[config.mk]
export PLATFORM = sky130hd
export DESIGN_NAME = sar_adc_sequencer
export DESIGN_NICKNAME = d
export VERILOG_FILES = /design/src/sar_pkg.sv /design/src/conv_prescaler.sv /design/src/sar_engine.sv /design/src/sar_adc_sequencer.sv
export VERILOG_INCLUDE_DIRS = /design/src
export SDC_FILE = /design/constraint.sdc
export NUM_CORES = 1
export LEC_CHECK = 0
export BUFFER_PORTS_ARGS = -buffer_cell sky130_fd_sc_hd__buf_2
export CORE_ASPECT_RATIO = 0.7
export CORE_MARGIN = 1
export CORE_UTILIZATION = 35
export DETAILED_ROUTE_END_ITERATION = 10
export PLACE_DENSITY_LB_ADDON = 0.1
export SETUP_SLACK_MARGIN = 0.2
export SLEW_MARGIN = 15
export SYNTH_ARGS = -nofsm -noshare
export SYNTH_HDL_FRONTEND = slang
export SYNTH_HIERARCHICAL = 1
export SYNTH_SLANG_ARGS = --single-unit
[constraint.sdc]
create_clock -name CLOCK -period 3.9 [get_ports CLOCK]
set_input_delay 0.78 -clock CLOCK [delete_from_list [all_inputs] [get_ports CLOCK]]
set_output_delay 0.78 -clock CLOCK [all_outputs]
set_load 0.01 [all_outputs]
[src/sar_cfg.svh]
`ifndef SAR_CFG_SVH
`define SAR_CFG_SVH

// ----------------------------------------
// Register byte offsets
// ----------------------------------------
`define OFS_STATUS_CTRL 8'h00
`define OFS_RESULT_HIGH 8'h04
`define OFS_RESULT_LOW 8'h08
`define OFS_CONV_CLOCK 8'h0c
`define OFS_PORT_DATA 8'h10
`define OFS_PORT_DIR 8'h14

// ----------------------------------------
// Status/control fields
// ----------------------------------------
`define SC_COMPLETE_BIT 7
`define SC_IRQ_EN_BIT 6
`define SC_CONT_BIT 5
`define SC_CHAN_MSB 4

// ----------------------------------------
// Clock register fields
// ----------------------------------------
`define CK_DIV_MSB 7
`define CK_DIV_LSB 5
`define CK_SRC_BIT 4
`define CK_FMT_HI_BIT 3
`define CK_FMT_LO_BIT 2

// ----------------------------------------
// Reset values and timing
// ----------------------------------------
`define STATUS_CTRL_RESET 8'h1f
`define CONV_CLOCK_RESET 8'h04
`define CHAN_OFF 5'h1f
`define CHAN_PINS 7
`define CONV_CYCLES 5'h10
`define RESULT_BITS 10

`endif

[src/sar_pkg.sv]
package sar_pkg;

    typedef enum logic [1:0]
    {
        FMT_TRUNC = 2'b00,
        FMT_RIGHT = 2'b01,
        FMT_LEFT = 2'b10,
        FMT_LEFT_SIGNED = 2'b11
    } format_t;

    typedef enum logic [2:0]
    {
        ST_IDLE = 3'b001,
        ST_SYNC = 3'b010,
        ST_CONV = 3'b100
    } conv_state_t;

endpackage

[src/conv_prescaler.sv]
`timescale 1ns/1ps
`include "sar_cfg.svh"

module conv_prescaler
    import sar_pkg::*;
(
    input wire logic clk,
    input wire logic rst,
    input wire logic ce,
    input wire logic restart,
    input wire logic xtal_edge,
    input wire logic src_sel,
    input wire logic [2:0] div_sel,
    output logic tick
);

    // ----------------------------------------
    // Source select and power-of-two divide
    // ----------------------------------------
    logic [6:0] count_reg;
    logic [6:0] count_next;
    logic src_pulse;
    logic [6:0] div_mask;
    logic wrap;

    assign src_pulse = src_sel ? xtal_edge : 1'b1;
    assign div_mask = 7'((8'h01 << div_sel) - 8'h01);
    assign wrap = src_pulse && ((count_reg & div_mask) == div_mask);
    assign count_next = restart ? 7'h00 : (src_pulse ? 7'(count_reg + 7'h01) : count_reg);
    assign tick = wrap && !restart;

    always_ff @(posedge clk or posedge rst)
    begin
        if (rst)
            count_reg <= 7'h00;
        else if (ce)
            count_reg <= wrap ? 7'h00 : count_next;
    end

endmodule

[src/sar_engine.sv]
`timescale 1ns/1ps
`include "sar_cfg.svh"

module sar_engine
    import sar_pkg::*;
(
    input wire logic clk,
    input wire logic rst,
    input wire logic ce,
    input wire logic start,
    input wire logic tick,
    input wire logic comp_in,
    output logic [9:0] trial,
    output logic [9:0] result,
    output logic done
);

    // ----------------------------------------
    // Bitwise successive approximation
    // ----------------------------------------
    logic [9:0] sar_reg;
    logic [9:0] bit_reg;
    logic [9:0] result_reg;
    logic done_reg;
    logic [9:0] kept;

    assign trial = sar_reg | bit_reg;
    assign kept = comp_in ? trial : sar_reg;
    assign result = result_reg;
    assign done = done_reg;

    always_ff @(posedge clk or posedge rst)
    begin
        if (rst)
        begin
            sar_reg <= 10'h000;
            bit_reg <= 10'h200;
            result_reg <= 10'h000;
            done_reg <= 1'b0;
        end
        else if (ce)
        begin
            done_reg <= 1'b0;
            if (start)
            begin
                sar_reg <= 10'h000;
                bit_reg <= 10'h200;
            end
            else if (tick && bit_reg != 10'h000)
            begin
                sar_reg <= kept;
                bit_reg <= bit_reg >> 1;
                if (bit_reg == 10'h001)
                begin
                    result_reg <= kept;
                    done_reg <= 1'b1;
                end
            end
        end
    end

endmodule

[src/sar_adc_sequencer.sv]
`timescale 1ns/1ps
`include "sar_cfg.svh"


module sar_adc_sequencer
    import sar_pkg::*;
(
    input wire logic CLOCK,
    input wire logic SYS_RST,
    input wire logic CLK_EN,
    input wire logic CRYSTAL_CLOCK,
    input wire logic HSEL,
    input wire logic [7:0] HADDR,
    input wire logic [1:0] HTRANS,
    input wire logic HWRITE,
    input wire logic [2:0] HSIZE,
    input wire logic [31:0] HWDATA,
    input wire logic HREADY,
    output logic [31:0] HRDATA,
    output logic HREADYOUT,
    output logic HRESP,
    input wire logic COMPARATOR,
    output logic [9:0] DAC_TRIAL,
    output logic [4:0] ANALOG_SELECT,
    output logic ANALOG_POWER,
    output logic CONV_IRQ,
    input wire logic [6:0] PORT_PIN_IN,
    output logic [6:0] PORT_PIN_OUT,
    output logic [6:0] PORT_PIN_OE_N,
    output logic [6:0] PIN_ANALOG
);

    // ----------------------------------------
    // Input synchronisers
    // ----------------------------------------
    logic xtal_meta_reg;
    logic xtal_sync_reg;
    logic xtal_prev_reg;
    logic comp_meta_reg;
    logic comp_sync_reg;
    logic [6:0] pin_meta_reg;
    logic [6:0] pin_sync_reg;
    logic xtal_edge;

    always_ff @(posedge CLOCK or posedge SYS_RST)
    begin
        if (SYS_RST)
        begin
            xtal_meta_reg <= 1'b0;
            xtal_sync_reg <= 1'b0;
            xtal_prev_reg <= 1'b0;
            comp_meta_reg <= 1'b0;
            comp_sync_reg <= 1'b0;
            pin_meta_reg <= 7'h00;
            pin_sync_reg <= 7'h00;
        end
        else if (CLK_EN)
        begin
            xtal_meta_reg <= CRYSTAL_CLOCK;
            xtal_sync_reg <= xtal_meta_reg;
            xtal_prev_reg <= xtal_sync_reg;
            comp_meta_reg <= COMPARATOR;
            comp_sync_reg <= comp_meta_reg;
            pin_meta_reg <= PORT_PIN_IN;
            pin_sync_reg <= pin_meta_reg;
        end
    end

    assign xtal_edge = xtal_sync_reg && !xtal_prev_reg;

    // ----------------------------------------
    // AHB-Lite slave, zero wait states
    // ----------------------------------------
    logic dp_valid_reg;
    logic dp_write_reg;
    logic [7:0] dp_addr_reg;
    logic addr_phase;
    logic wr_sc;
    logic wr_clk;
    logic wr_pdata;
    logic wr_pdir;
    logic rd_high;
    logic rd_low;

    assign addr_phase = HSEL && HREADY && HTRANS[1];
    assign HREADYOUT = 1'b1;
    assign HRESP = 1'b0;
    assign wr_sc = dp_valid_reg && dp_write_reg && dp_addr_reg == `OFS_STATUS_CTRL;
    assign wr_clk = dp_valid_reg && dp_write_reg && dp_addr_reg == `OFS_CONV_CLOCK;
    assign wr_pdata = dp_valid_reg && dp_write_reg && dp_addr_reg == `OFS_PORT_DATA;
    assign wr_pdir = dp_valid_reg && dp_write_reg && dp_addr_reg == `OFS_PORT_DIR;
    assign rd_high = addr_phase && !HWRITE && HADDR == `OFS_RESULT_HIGH;
    assign rd_low = addr_phase && !HWRITE && HADDR == `OFS_RESULT_LOW;

    always_ff @(posedge CLOCK or posedge SYS_RST)
    begin
        if (SYS_RST)
        begin
            dp_valid_reg <= 1'b0;
            dp_write_reg <= 1'b0;
            dp_addr_reg <= 8'h00;
        end
        else if (CLK_EN && HREADY)
        begin
            dp_valid_reg <= HSEL && HTRANS[1];
            dp_write_reg <= HWRITE;
            dp_addr_reg <= HADDR;
        end
    end

    // ----------------------------------------
    // Control registers
    // ----------------------------------------
    logic irq_en_reg;
    logic cont_reg;
    logic [4:0] chan_reg;
    logic [7:0] clk_reg;
    logic [6:0] pdata_reg;
    logic [6:0] pdir_reg;
    format_t fmt;
    logic conv_on;

    assign fmt = format_t'({clk_reg[`CK_FMT_HI_BIT], clk_reg[`CK_FMT_LO_BIT]});
    assign conv_on = chan_reg != `CHAN_OFF;

    always_ff @(posedge CLOCK or posedge SYS_RST)
    begin
        if (SYS_RST)
        begin
            irq_en_reg <= 1'b0;
            cont_reg <= 1'b0;
            chan_reg <= `CHAN_OFF;
            clk_reg <= `CONV_CLOCK_RESET;
            pdata_reg <= 7'h00;
            pdir_reg <= 7'h00;
        end
        else if (CLK_EN)
        begin
            if (wr_sc)
            begin
                irq_en_reg <= HWDATA[`SC_IRQ_EN_BIT];
                cont_reg <= HWDATA[`SC_CONT_BIT];
                chan_reg <= HWDATA[`SC_CHAN_MSB:0];
            end
            if (wr_clk)
                clk_reg <= HWDATA[7:0];
            if (wr_pdata)
                pdata_reg <= HWDATA[6:0];
            if (wr_pdir)
                pdir_reg <= HWDATA[6:0];
        end
    end

    // ----------------------------------------
    // Pin ownership
    // ----------------------------------------
    logic [6:0] pin_taken;
    logic [6:0] pin_read;

    generate
        for (genvar i = 0; i < `CHAN_PINS; i++)
        begin : g_pin
            assign pin_taken[i] = chan_reg == 5'(i);
            assign PORT_PIN_OE_N[i] = pin_taken[i] || !pdir_reg[i];
            assign PORT_PIN_OUT[i] = pdata_reg[i] && !pin_taken[i];
            assign pin_read[i] = pin_taken[i] ? 1'b0 : (pdir_reg[i] ? pdata_reg[i] : pin_sync_reg[i]);
        end
    endgenerate

    assign PIN_ANALOG = pin_taken;
    assign ANALOG_SELECT = chan_reg;
    assign ANALOG_POWER = conv_on;

    // ----------------------------------------
    // Conversion sequencer
    // ----------------------------------------
    // The prescaler restarts on the start write, so the first tick lands a full
    // converter period later (up to one crystal edge less from the crystal source); that sync period is the 17th cycle.
    // The comparator passes two flip-flops, so from the bus clock a divide
    // below four leaves too little settling time per bit.
    conv_state_t state_reg;
    conv_state_t state_next;
    logic tick;
    logic eng_start;
    logic eng_done;
    logic [9:0] eng_result;
    logic [4:0] tick_cnt_reg;
    logic conv_end;
    logic result_ready_reg;

    assign eng_start = wr_sc;
    assign conv_end = state_reg == ST_CONV && tick && tick_cnt_reg == `CONV_CYCLES - 5'h01;

    conv_prescaler u_prescaler
    (
        .clk(CLOCK),
        .rst(SYS_RST),
        .ce(CLK_EN),
        .restart(wr_sc),
        .xtal_edge(xtal_edge),
        .src_sel(clk_reg[`CK_SRC_BIT]),
        .div_sel(clk_reg[`CK_DIV_MSB:`CK_DIV_LSB]),
        .tick(tick)
    );

    sar_engine u_engine
    (
        .clk(CLOCK),
        .rst(SYS_RST),
        .ce(CLK_EN),
        .start(eng_start || (state_reg == ST_SYNC)),
        .tick(tick && state_reg == ST_CONV),
        .comp_in(comp_sync_reg),
        .trial(DAC_TRIAL),
        .result(eng_result),
        .done(eng_done)
    );

    always_comb
    begin
        state_next = state_reg;
        unique case (state_reg)
            ST_IDLE:
                state_next = ST_IDLE;
            ST_SYNC:
                if (tick)
                    state_next = ST_CONV;
            ST_CONV:
                if (conv_end)
                    state_next = cont_reg ? ST_SYNC : ST_IDLE;
            default:
                state_next = ST_IDLE;
        endcase
        if (wr_sc)
            state_next = (HWDATA[`SC_CHAN_MSB:0] == `CHAN_OFF) ? ST_IDLE : ST_SYNC;
    end

    always_ff @(posedge CLOCK or posedge SYS_RST)
    begin
        if (SYS_RST)
        begin
            state_reg <= ST_IDLE;
            tick_cnt_reg <= 5'h00;
            result_ready_reg <= 1'b0;
        end
        else if (CLK_EN)
        begin
            state_reg <= state_next;
            result_ready_reg <= (eng_done || result_ready_reg) && !eng_start && state_reg != ST_SYNC;
            if (state_reg != ST_CONV || wr_sc)
                tick_cnt_reg <= 5'h00;
            else if (tick)
                tick_cnt_reg <= 5'(tick_cnt_reg + 5'h01);
        end
    end

    // ----------------------------------------
    // Result formatting and interlock
    // ----------------------------------------
    logic [7:0] fmt_high;
    logic [7:0] fmt_low;
    logic [7:0] res_high_reg;
    logic [7:0] res_low_reg;
    logic lock_reg;
    logic complete_reg;
    logic first_done_reg;
    logic store;
    logic clear_flag;

    always_comb
    begin
        fmt_high = 8'h00;
        fmt_low = 8'h00;
        unique case (fmt)
            FMT_LEFT:
            begin
                fmt_high = eng_result[9:2];
                fmt_low = {eng_result[1:0], 6'h00};
            end
            FMT_LEFT_SIGNED:
            begin
                fmt_high = {~eng_result[9], eng_result[8:2]};
                fmt_low = {eng_result[1:0], 6'h00};
            end
            FMT_RIGHT:
            begin
                fmt_high = {6'h00, eng_result[9:8]};
                fmt_low = eng_result[7:0];
            end
            FMT_TRUNC:
            begin
                fmt_low = eng_result[9:2];
            end
        endcase
    end

    // Interlocked results are dropped, not queued: no buffer exists.
    // Results land only after the full sixteen ticks, not when the last bit settles
    assign store = conv_end && result_ready_reg && !lock_reg && !wr_sc;
    assign clear_flag = wr_sc || rd_high || rd_low;

    always_ff @(posedge CLOCK or posedge SYS_RST)
    begin
        if (SYS_RST)
        begin
            res_high_reg <= 8'h00;
            res_low_reg <= 8'h00;
            lock_reg <= 1'b0;
            complete_reg <= 1'b0;
            first_done_reg <= 1'b0;
        end
        else if (CLK_EN)
        begin
            if (store)
            begin
                res_high_reg <= fmt_high;
                res_low_reg <= fmt_low;
            end
            if (rd_low || fmt == FMT_TRUNC)
                lock_reg <= 1'b0;
            else if (rd_high)
                lock_reg <= 1'b1;
            if (wr_sc)
                first_done_reg <= 1'b0;
            else if (store)
                first_done_reg <= 1'b1;
            // Set beats clear; in continuous mode only the first result sets it
            if (store && !(cont_reg && first_done_reg && !wr_sc))
                complete_reg <= 1'b1;
            else if (clear_flag)
                complete_reg <= 1'b0;
        end
    end

    assign CONV_IRQ = complete_reg && irq_en_reg;

    // ----------------------------------------
    // Read data
    // ----------------------------------------
    logic [7:0] rd_byte;
    logic [31:0] rdata_reg;

    assign rd_byte =
        (HADDR == `OFS_STATUS_CTRL) ? {complete_reg, irq_en_reg, cont_reg, chan_reg} :
        (HADDR == `OFS_RESULT_HIGH) ? res_high_reg :
        (HADDR == `OFS_RESULT_LOW) ? res_low_reg :
        (HADDR == `OFS_CONV_CLOCK) ? clk_reg :
        (HADDR == `OFS_PORT_DATA) ? {1'b0, pin_read} :
        (HADDR == `OFS_PORT_DIR) ? {1'b0, pdir_reg} : 8'h00;

    always_ff @(posedge CLOCK or posedge SYS_RST)
    begin
        if (SYS_RST)
            rdata_reg <= 32'h0000_0000;
        else if (CLK_EN && addr_phase && !HWRITE)
            rdata_reg <= {24'h000000, rd_byte};
    end

    assign HRDATA = rdata_reg;

endmodule

# == After elaboration in Yosys (flattened, before gate mapping) ==
# Cells that the tools add are included.
# W data, S select, Z words.
# op_classes
addsub,3
n_eq_ne,28
shift,1
mux,48
bitwise_logic,4
n_reduce_logical,93
# op_table
operator,count
$mux W10,5
$pmux W8 S3,2
$logic_and A1 B1 Y1,36
$mux W7,5
$eq A8 B5 Y1 const B,4
$mux W8,4
$eq A8 B4 Y1 const B,3
$mux W1,24
$reduce_and A2 Y1,11
$logic_not A1 Y1,19
$logic_not A8 Y1,2
$eq A5 B3 Y1 const B,3
$logic_or A1 B1 Y1,13
$eq A10 B1 Y1 const B,1
$eq A5 B2 Y1 const B,2
$mux W5,2
$or A10 B10 Y10,1
$reduce_bool A10 Y1,1
$reduce_bool A2 Y1,5
$mux W3,3
$ne A3 B3 Y1 const B,3
$eq A8 B3 Y1 const B,1
$add A7 B1 Y7 const B,1
$and A7 B7 Y7,1
other kinds (22),25
# totals
register_bits,132
in_bits,60
out_inout_bits,72
elab_cells,207

# == Logic depth before layout (Yosys ltp) ==
# logic_depth
word_depth,14
mapped_depth,12
ltp_nobuf,9

# == By module ==
# Netlist, hierarchy kept.
# modules_own_cells
mod,n_inst,cells_each,area_each_um2,seq_area_each_um2
sar_adc_sequencer,1,455,4849.7,2361.0
sar_engine,1,141,1478.9,777.0
conv_prescaler,1,57,479.2,175.2

# == Worst setup path after synthesis ==
# OpenSTA, ideal clock, no wires.
# synth_timing
path_type,register to register
start,register clk_reg[6]
end,register res_high_reg[2]
setup_time_ns,0.083
t_arrival_ns,2.770
required_ns,3.817
setup_slack_ns,1.048
path_stages_with_launch,12
n_path_buf,3
period_less_slack_ns,2.852
path_cell_list,dfrtp_1 -> and2_1 -> a2111o_1 -> nor4_1 -> and2_1 -> clkbuf_1 -> and4b_1 -> and3_1 -> buf_2 -> buf_1 -> nand3_1 -> o21ai_0
# synth_via
elab_chain_len,12
# synth_lines
item,line,source
"start, declared",sar_adc_sequencer.sv:117,logic [7:0] clk_reg;
"start signal, assigned",sar_adc_sequencer.sv:133,clk_reg <= `CONV_CLOCK_RESET;
"start signal, assigned",sar_adc_sequencer.sv:146,clk_reg <= HWDATA[7:0];
$shl A1 B3 Y7 (*),conv_prescaler.sv:27,assign div_mask = 7'((8'h01 << div_sel) - 8'h01);
$sub A7 B1 Y7 (*),conv_prescaler.sv:27,
$and A7 B7 Y7,conv_prescaler.sv:28,assign wrap = src_pulse && ((count_reg & div_mask) == div_mask);
$eq A7 B7 Y1 (*),conv_prescaler.sv:28,
$logic_and A1 B1 Y1 (*),conv_prescaler.sv:28,
$logic_and A1 B1 Y1 (*),conv_prescaler.sv:30,assign tick = wrap && !restart;
via tick,sar_adc_sequencer.sv:183,logic tick;
$logic_and A1 B1 Y1 (*) (2 in a row),sar_adc_sequencer.sv:192,assign conv_end = state_reg == ST_CONV && tick && tick_cnt_reg == `CONV_CYCLES - 5'h01;
$logic_and A1 B1 Y1 (*) (3 in a row),sar_adc_sequencer.sv:299,assign store = conv_end && result_ready_reg && !lock_reg && !wr_sc;
$reduce_and A2 Y1 (no source line) (*),--,
"end signal, assigned",sar_adc_sequencer.sv:316,res_high_reg <= fmt_high;
"end, declared",sar_adc_sequencer.sv:262,logic [7:0] res_high_reg;
# Mark *: on every way through the listed nets, which the timed path passes. The rest lies on a longest branch.
# A chain may end at the register's enable or synchronous reset.

# == Final worst setup path ==
# layout_timing
start,register clk_reg[7]
end,register res_low_reg[3]
# layout_via
elab_chain_len,12
# layout_lines
item,line,source
$shl A1 B3 Y7 (*),conv_prescaler.sv:27,
$sub A7 B1 Y7 (*),conv_prescaler.sv:27,
$and A7 B7 Y7,conv_prescaler.sv:28,
$eq A7 B7 Y1 (*),conv_prescaler.sv:28,
$logic_and A1 B1 Y1 (*),conv_prescaler.sv:28,
$logic_and A1 B1 Y1 (*),conv_prescaler.sv:30,
via tick,sar_adc_sequencer.sv:183,
$logic_and A1 B1 Y1 (*) (2 in a row),sar_adc_sequencer.sv:192,
$logic_and A1 B1 Y1 (*) (3 in a row),sar_adc_sequencer.sv:299,
$reduce_and A2 Y1 (no source line) (*),--,
"end signal, assigned",sar_adc_sequencer.sv:317,res_low_reg <= fmt_low;
"end, declared",sar_adc_sequencer.sv:263,logic [7:0] res_low_reg;
# Marked as above.

==> out/metrics.yaml <==
power:
  sw_frac_of_total: 0.240
  p_comb_frac: 0.083
  power_report.internal_total_uw: 2790
  p_switching_uw: 883
  power.ir.vdd_worst_mv: 0.246
  p_seq_frac: 0.414
  p_leak_uw: 0.00370
  p_per_area_mw_per_mm2: 456
  pwr-share-clk: 0.503
clock_network:
  worst_setup_hold_path_clk_slew_ns: 0.06
  clkLatencyLatePin_ns: 0.42
  tritoncts: "built"
  clk_root_buffer_cell: "clkbuf_16"
  total_clock_buffers_created_by_cts: 17
  clock_path_buffers: 2
  cts.sink_count: 132
  holdBufCountCts: 0
  cts_repair_resize_count: 0
  cts_post_setup_buffers_inserted: 0
  cts_htree_levels: 4
global_route:
  grt_max_degree: 56
  grt_pass1_wl_um: 28100
  grt_use_total: 0.183
  grt-ovfl-total: 0
  number_of_global_route_vias_before_repair: 5100
  grt_antenna_before_repair: 0
die:
  floorplan.die_area_mm2: 0.0200
  start_util: 0.359
  die_height_um: 119
  top_level_ports: 132
  placeableCoreArea_mm2: 0.0190
  placement_rows: 42
  floorplan.die.width_um: 169
cells_and_area:
  mostFrequentLayoutCells: "dfrtp_1, buf_2, nand2_1, mux2_2"
  area_grow_syn2layout_pct: 18.4
  fraction_of_layout_instances_using_a_drive_strength_above_1: 0.298
  final_common_cell: "dfrtp_1"
  num-nets-final: 792
  insertedDiodeCount: 0
  filler_cell_count: 1845
  finish.instance_area_mm2: 0.00806
timing:
  hold_viol: 0
  grt_setup_unrepaired: "false"
  clock_skew_ns: 0.0114
  max-slew-margin-rel: 0.397
  worstMarginPinSlew_ns: 0.896
  layout_worst_path_cycle_share: 0.794
  setup_viol_count_final: 0
  clock.fmax_ghz: 0.323
  setup_tns_ns: 0
  period_needed_ns: 3.09
  final-max-slew-violation-count: 0
flow_run:
  max_cap_violations: 0
place:
  io_buffers: 77
  routabilityCongestion: 0.808
  placed_area_mm2: 0.00738
  detailed_place_hpwl_um: 12500
synth:
  synth_simple_gate_area_frac: 0.151
  number_of_synthesized_flops_with_an_enable_pin: 0
  synth_cell_type_count: 72
  combinational_family_with_the_most_area_after_synthesis: "simple AND/OR/NAND/NOR gates"
  ys_warn_count: 6
  cells_after_synthesis: 653
  synth_async_sr_flop_share: 1.00
  ys_seq_elements: 132
  synth_adder_area_share: 0.00551
  seq_area_frac_synth: 0.487
  multiplexer_share_of_the_synthesized_area: 0.151
  postSynth.topFlopCell: "dfrtp_1"
  post_synthesis_area_per_instance_um2: 10.4
  post_synth_xor_area_fraction: 0.00901
  mappedNetlistArea_mm2: 0.00681
  synth-compound-area-share: 0.129
run_status:
  run_status: "finished, final reports clean"
worst_setup_path:
  crit_path_start_kind: "flip-flop"
  worst-endpoint-required_ns: 4.20
  critPathMaxStageDelay_ns: 0.51
  end_kind: "flip-flop"
  crit_path_top_delay_cell: "a2111o_1"
  crit_fanout: 27
  worstPathBufferInverterCount: 2
  critical_path.cell_chain: "and2_1 -> a2111o_1 -> nor4_1 -> buf_4 -> and2_1 -> and4b_1 -> and3_1 -> buf_4 -> mux2_2"
  setup.worst_path.class: "flip-flop to flip-flop"
  reg2reg_from: "clk_reg[7]"
  cp_data_arrival_time_ns: 3.39
  kind_of_cell_with_the_highest_combined_delay_on_the_critical_path: "simple AND/OR/NAND/NOR gates"
  setup.worst_path.start: "clk_reg[7]"
min_path:
  worstHoldPathType: "input port to async pin"
drt:
  drt_pre_antenna_iters: 4
  drt.antenna.violating_nets: 0
  wl_um: 17100
  avgRoutedWirePerCell_um: 17.0
  drt_drc_violations_left: 0
  routed-via-count: 5103
  drt_iter0_drc: 299
  via_per_inst: 5.07
==> cell type report <==
class	instances	area, um2	share of cell area
clock buffer	18	429	0.0533
clock inverter	14	248	0.0307
inverter	35	134	0.0166
multi-input combinational	455	3140	0.389
sequential	132	3310	0.411
tap	264	330	0.0410
timing repair buffer	88	468	0.0581
==> Yosys cell counts, types with 3 or more instances <==
| library cell | instances | area [um2] |
|---|---|---|
| a32o_1 | 3 | 30.0 |
| mux2_2 | 68 | 766 |
| a31oi_1 | 4 | 25.0 |
| or2_2 | 11 | 68.8 |
| inv_1 | 35 | 131 |
| clkbuf_1 | 16 | 60.1 |
| and2_1 | 12 | 75.1 |
| nand2_1 | 68 | 255 |
| o21ai_1 | 3 | 15.0 |
| buf_1 | 8 | 30.0 |
| xor2_1 | 4 | 35.0 |
| a22o_1 | 4 | 35.0 |
| nor4_1 | 5 | 31.3 |
| a22oi_1 | 4 | 30.0 |
| ha_1 | 3 | 37.5 |
| nand4_1 | 3 | 18.8 |
| buf_4 | 26 | 195 |
| or4_4 | 3 | 33.8 |
| nor3_1 | 8 | 40.0 |
| nor3b_1 | 6 | 45.0 |
| o31ai_1 | 3 | 22.5 |
| a21oi_1 | 28 | 140 |
| o22ai_1 | 6 | 37.5 |
| nor2b_1 | 15 | 93.8 |
| xnor2_1 | 3 | 26.3 |
| dfrtp_1 | 124 | 3100 |
| o2bb2ai_1 | 5 | 43.8 |
| nand2b_1 | 8 | 50.1 |
| buf_2 | 3 | 15.0 |
| nand3_1 | 16 | 80.1 |
| mux2i_1 | 24 | 240 |
| o21ai_0 | 34 | 170 |
| nor2_1 | 31 | 116 |
| dfstp_2 | 8 | 210 |
==> per-stage QoR <==
step / cells / worst slack [ns] / hold WS (ns) / power (uW) / util
after CTS: 1006 / 0.815 / 0.340 / 3720 / 0.425
after global routing: 1006 / 0.663 / 0.359 / 3830 / 0.425
final: 1006 / 0.805 / 0.350 / 3670 / 0.425
after floorplan: 677 / 0.683 / 0.442 / 1750 / -
after detailed placement: 974 / 0.844 / 0.466 / 1860 / 0.389
after global placement: 974 / 0.886 / 0.455 / 1850 / 0.389
==> per-layer routing <==
layer	up-vias	global-route usage	wire, um
met5	-	0	0
met4	0	0.0500	150
met3	12	0.0442	783
met2	105	0.259	7390
met1	2568	0.275	8820
li1	2418	-	-
==> path summary, 6_finish.rpt <==
check,end,slack (ns),cells after the start
worst max register to register,res_low_reg[3],0.81,9
worst min-delay path,u_prescaler/count_reg[3],0.35,2
min in group CLOCK,dp_valid_reg,0.47,2
max in group asynchronous,ANALOG_SELECT[2],2.55,3
worst max-delay path,res_low_reg[3],0.81,9
worst min register to register,dp_valid_reg,0.47,2
==> power by group through the flow <==
stage | Clock, uW | Combinational (uW) | Sequential (uW)
floorplan | 0 | 233 | 1520
global placement | 0 | 305 | 1540
detailed placement | 0 | 310 | 1550
CTS | 1890 | 311 | 1520
global route | 1960 | 342 | 1540
finish | 1850 | 305 | 1520
==> worst register-to-register path: cells and delay by family, from the launching register on <==
| family | cells | cell delay, ns |
|---|---|---|
| AO/OA/AOI/OAI | 1 | 0.51 |
| buffers and inverters | 2 | 0.47 |
| AND/OR/NAND/NOR | 5 | 1.16 |
| multiplexers | 1 | 0.39 |
| flip-flops | 1 | 0.45 |
==> cell families (layout without fill, tap and decap cells) <==
| logic type | Yosys count | in the layout |
|---|---|---|
| buffers and inverters | 90 | 155 |
| xor gates and xnor gates | 7 | 7 |
| adders and majority gates | 3 | 3 |
| AOI/OAI and AO/OA | 127 | 127 |
| other | 2 | 26 |
| muxes | 93 | 93 |
| and+or+nand+nor | 199 | 199 |
| DFF | 132 | 132 |
Note: power is estimated with default switching activity, not from simulation.
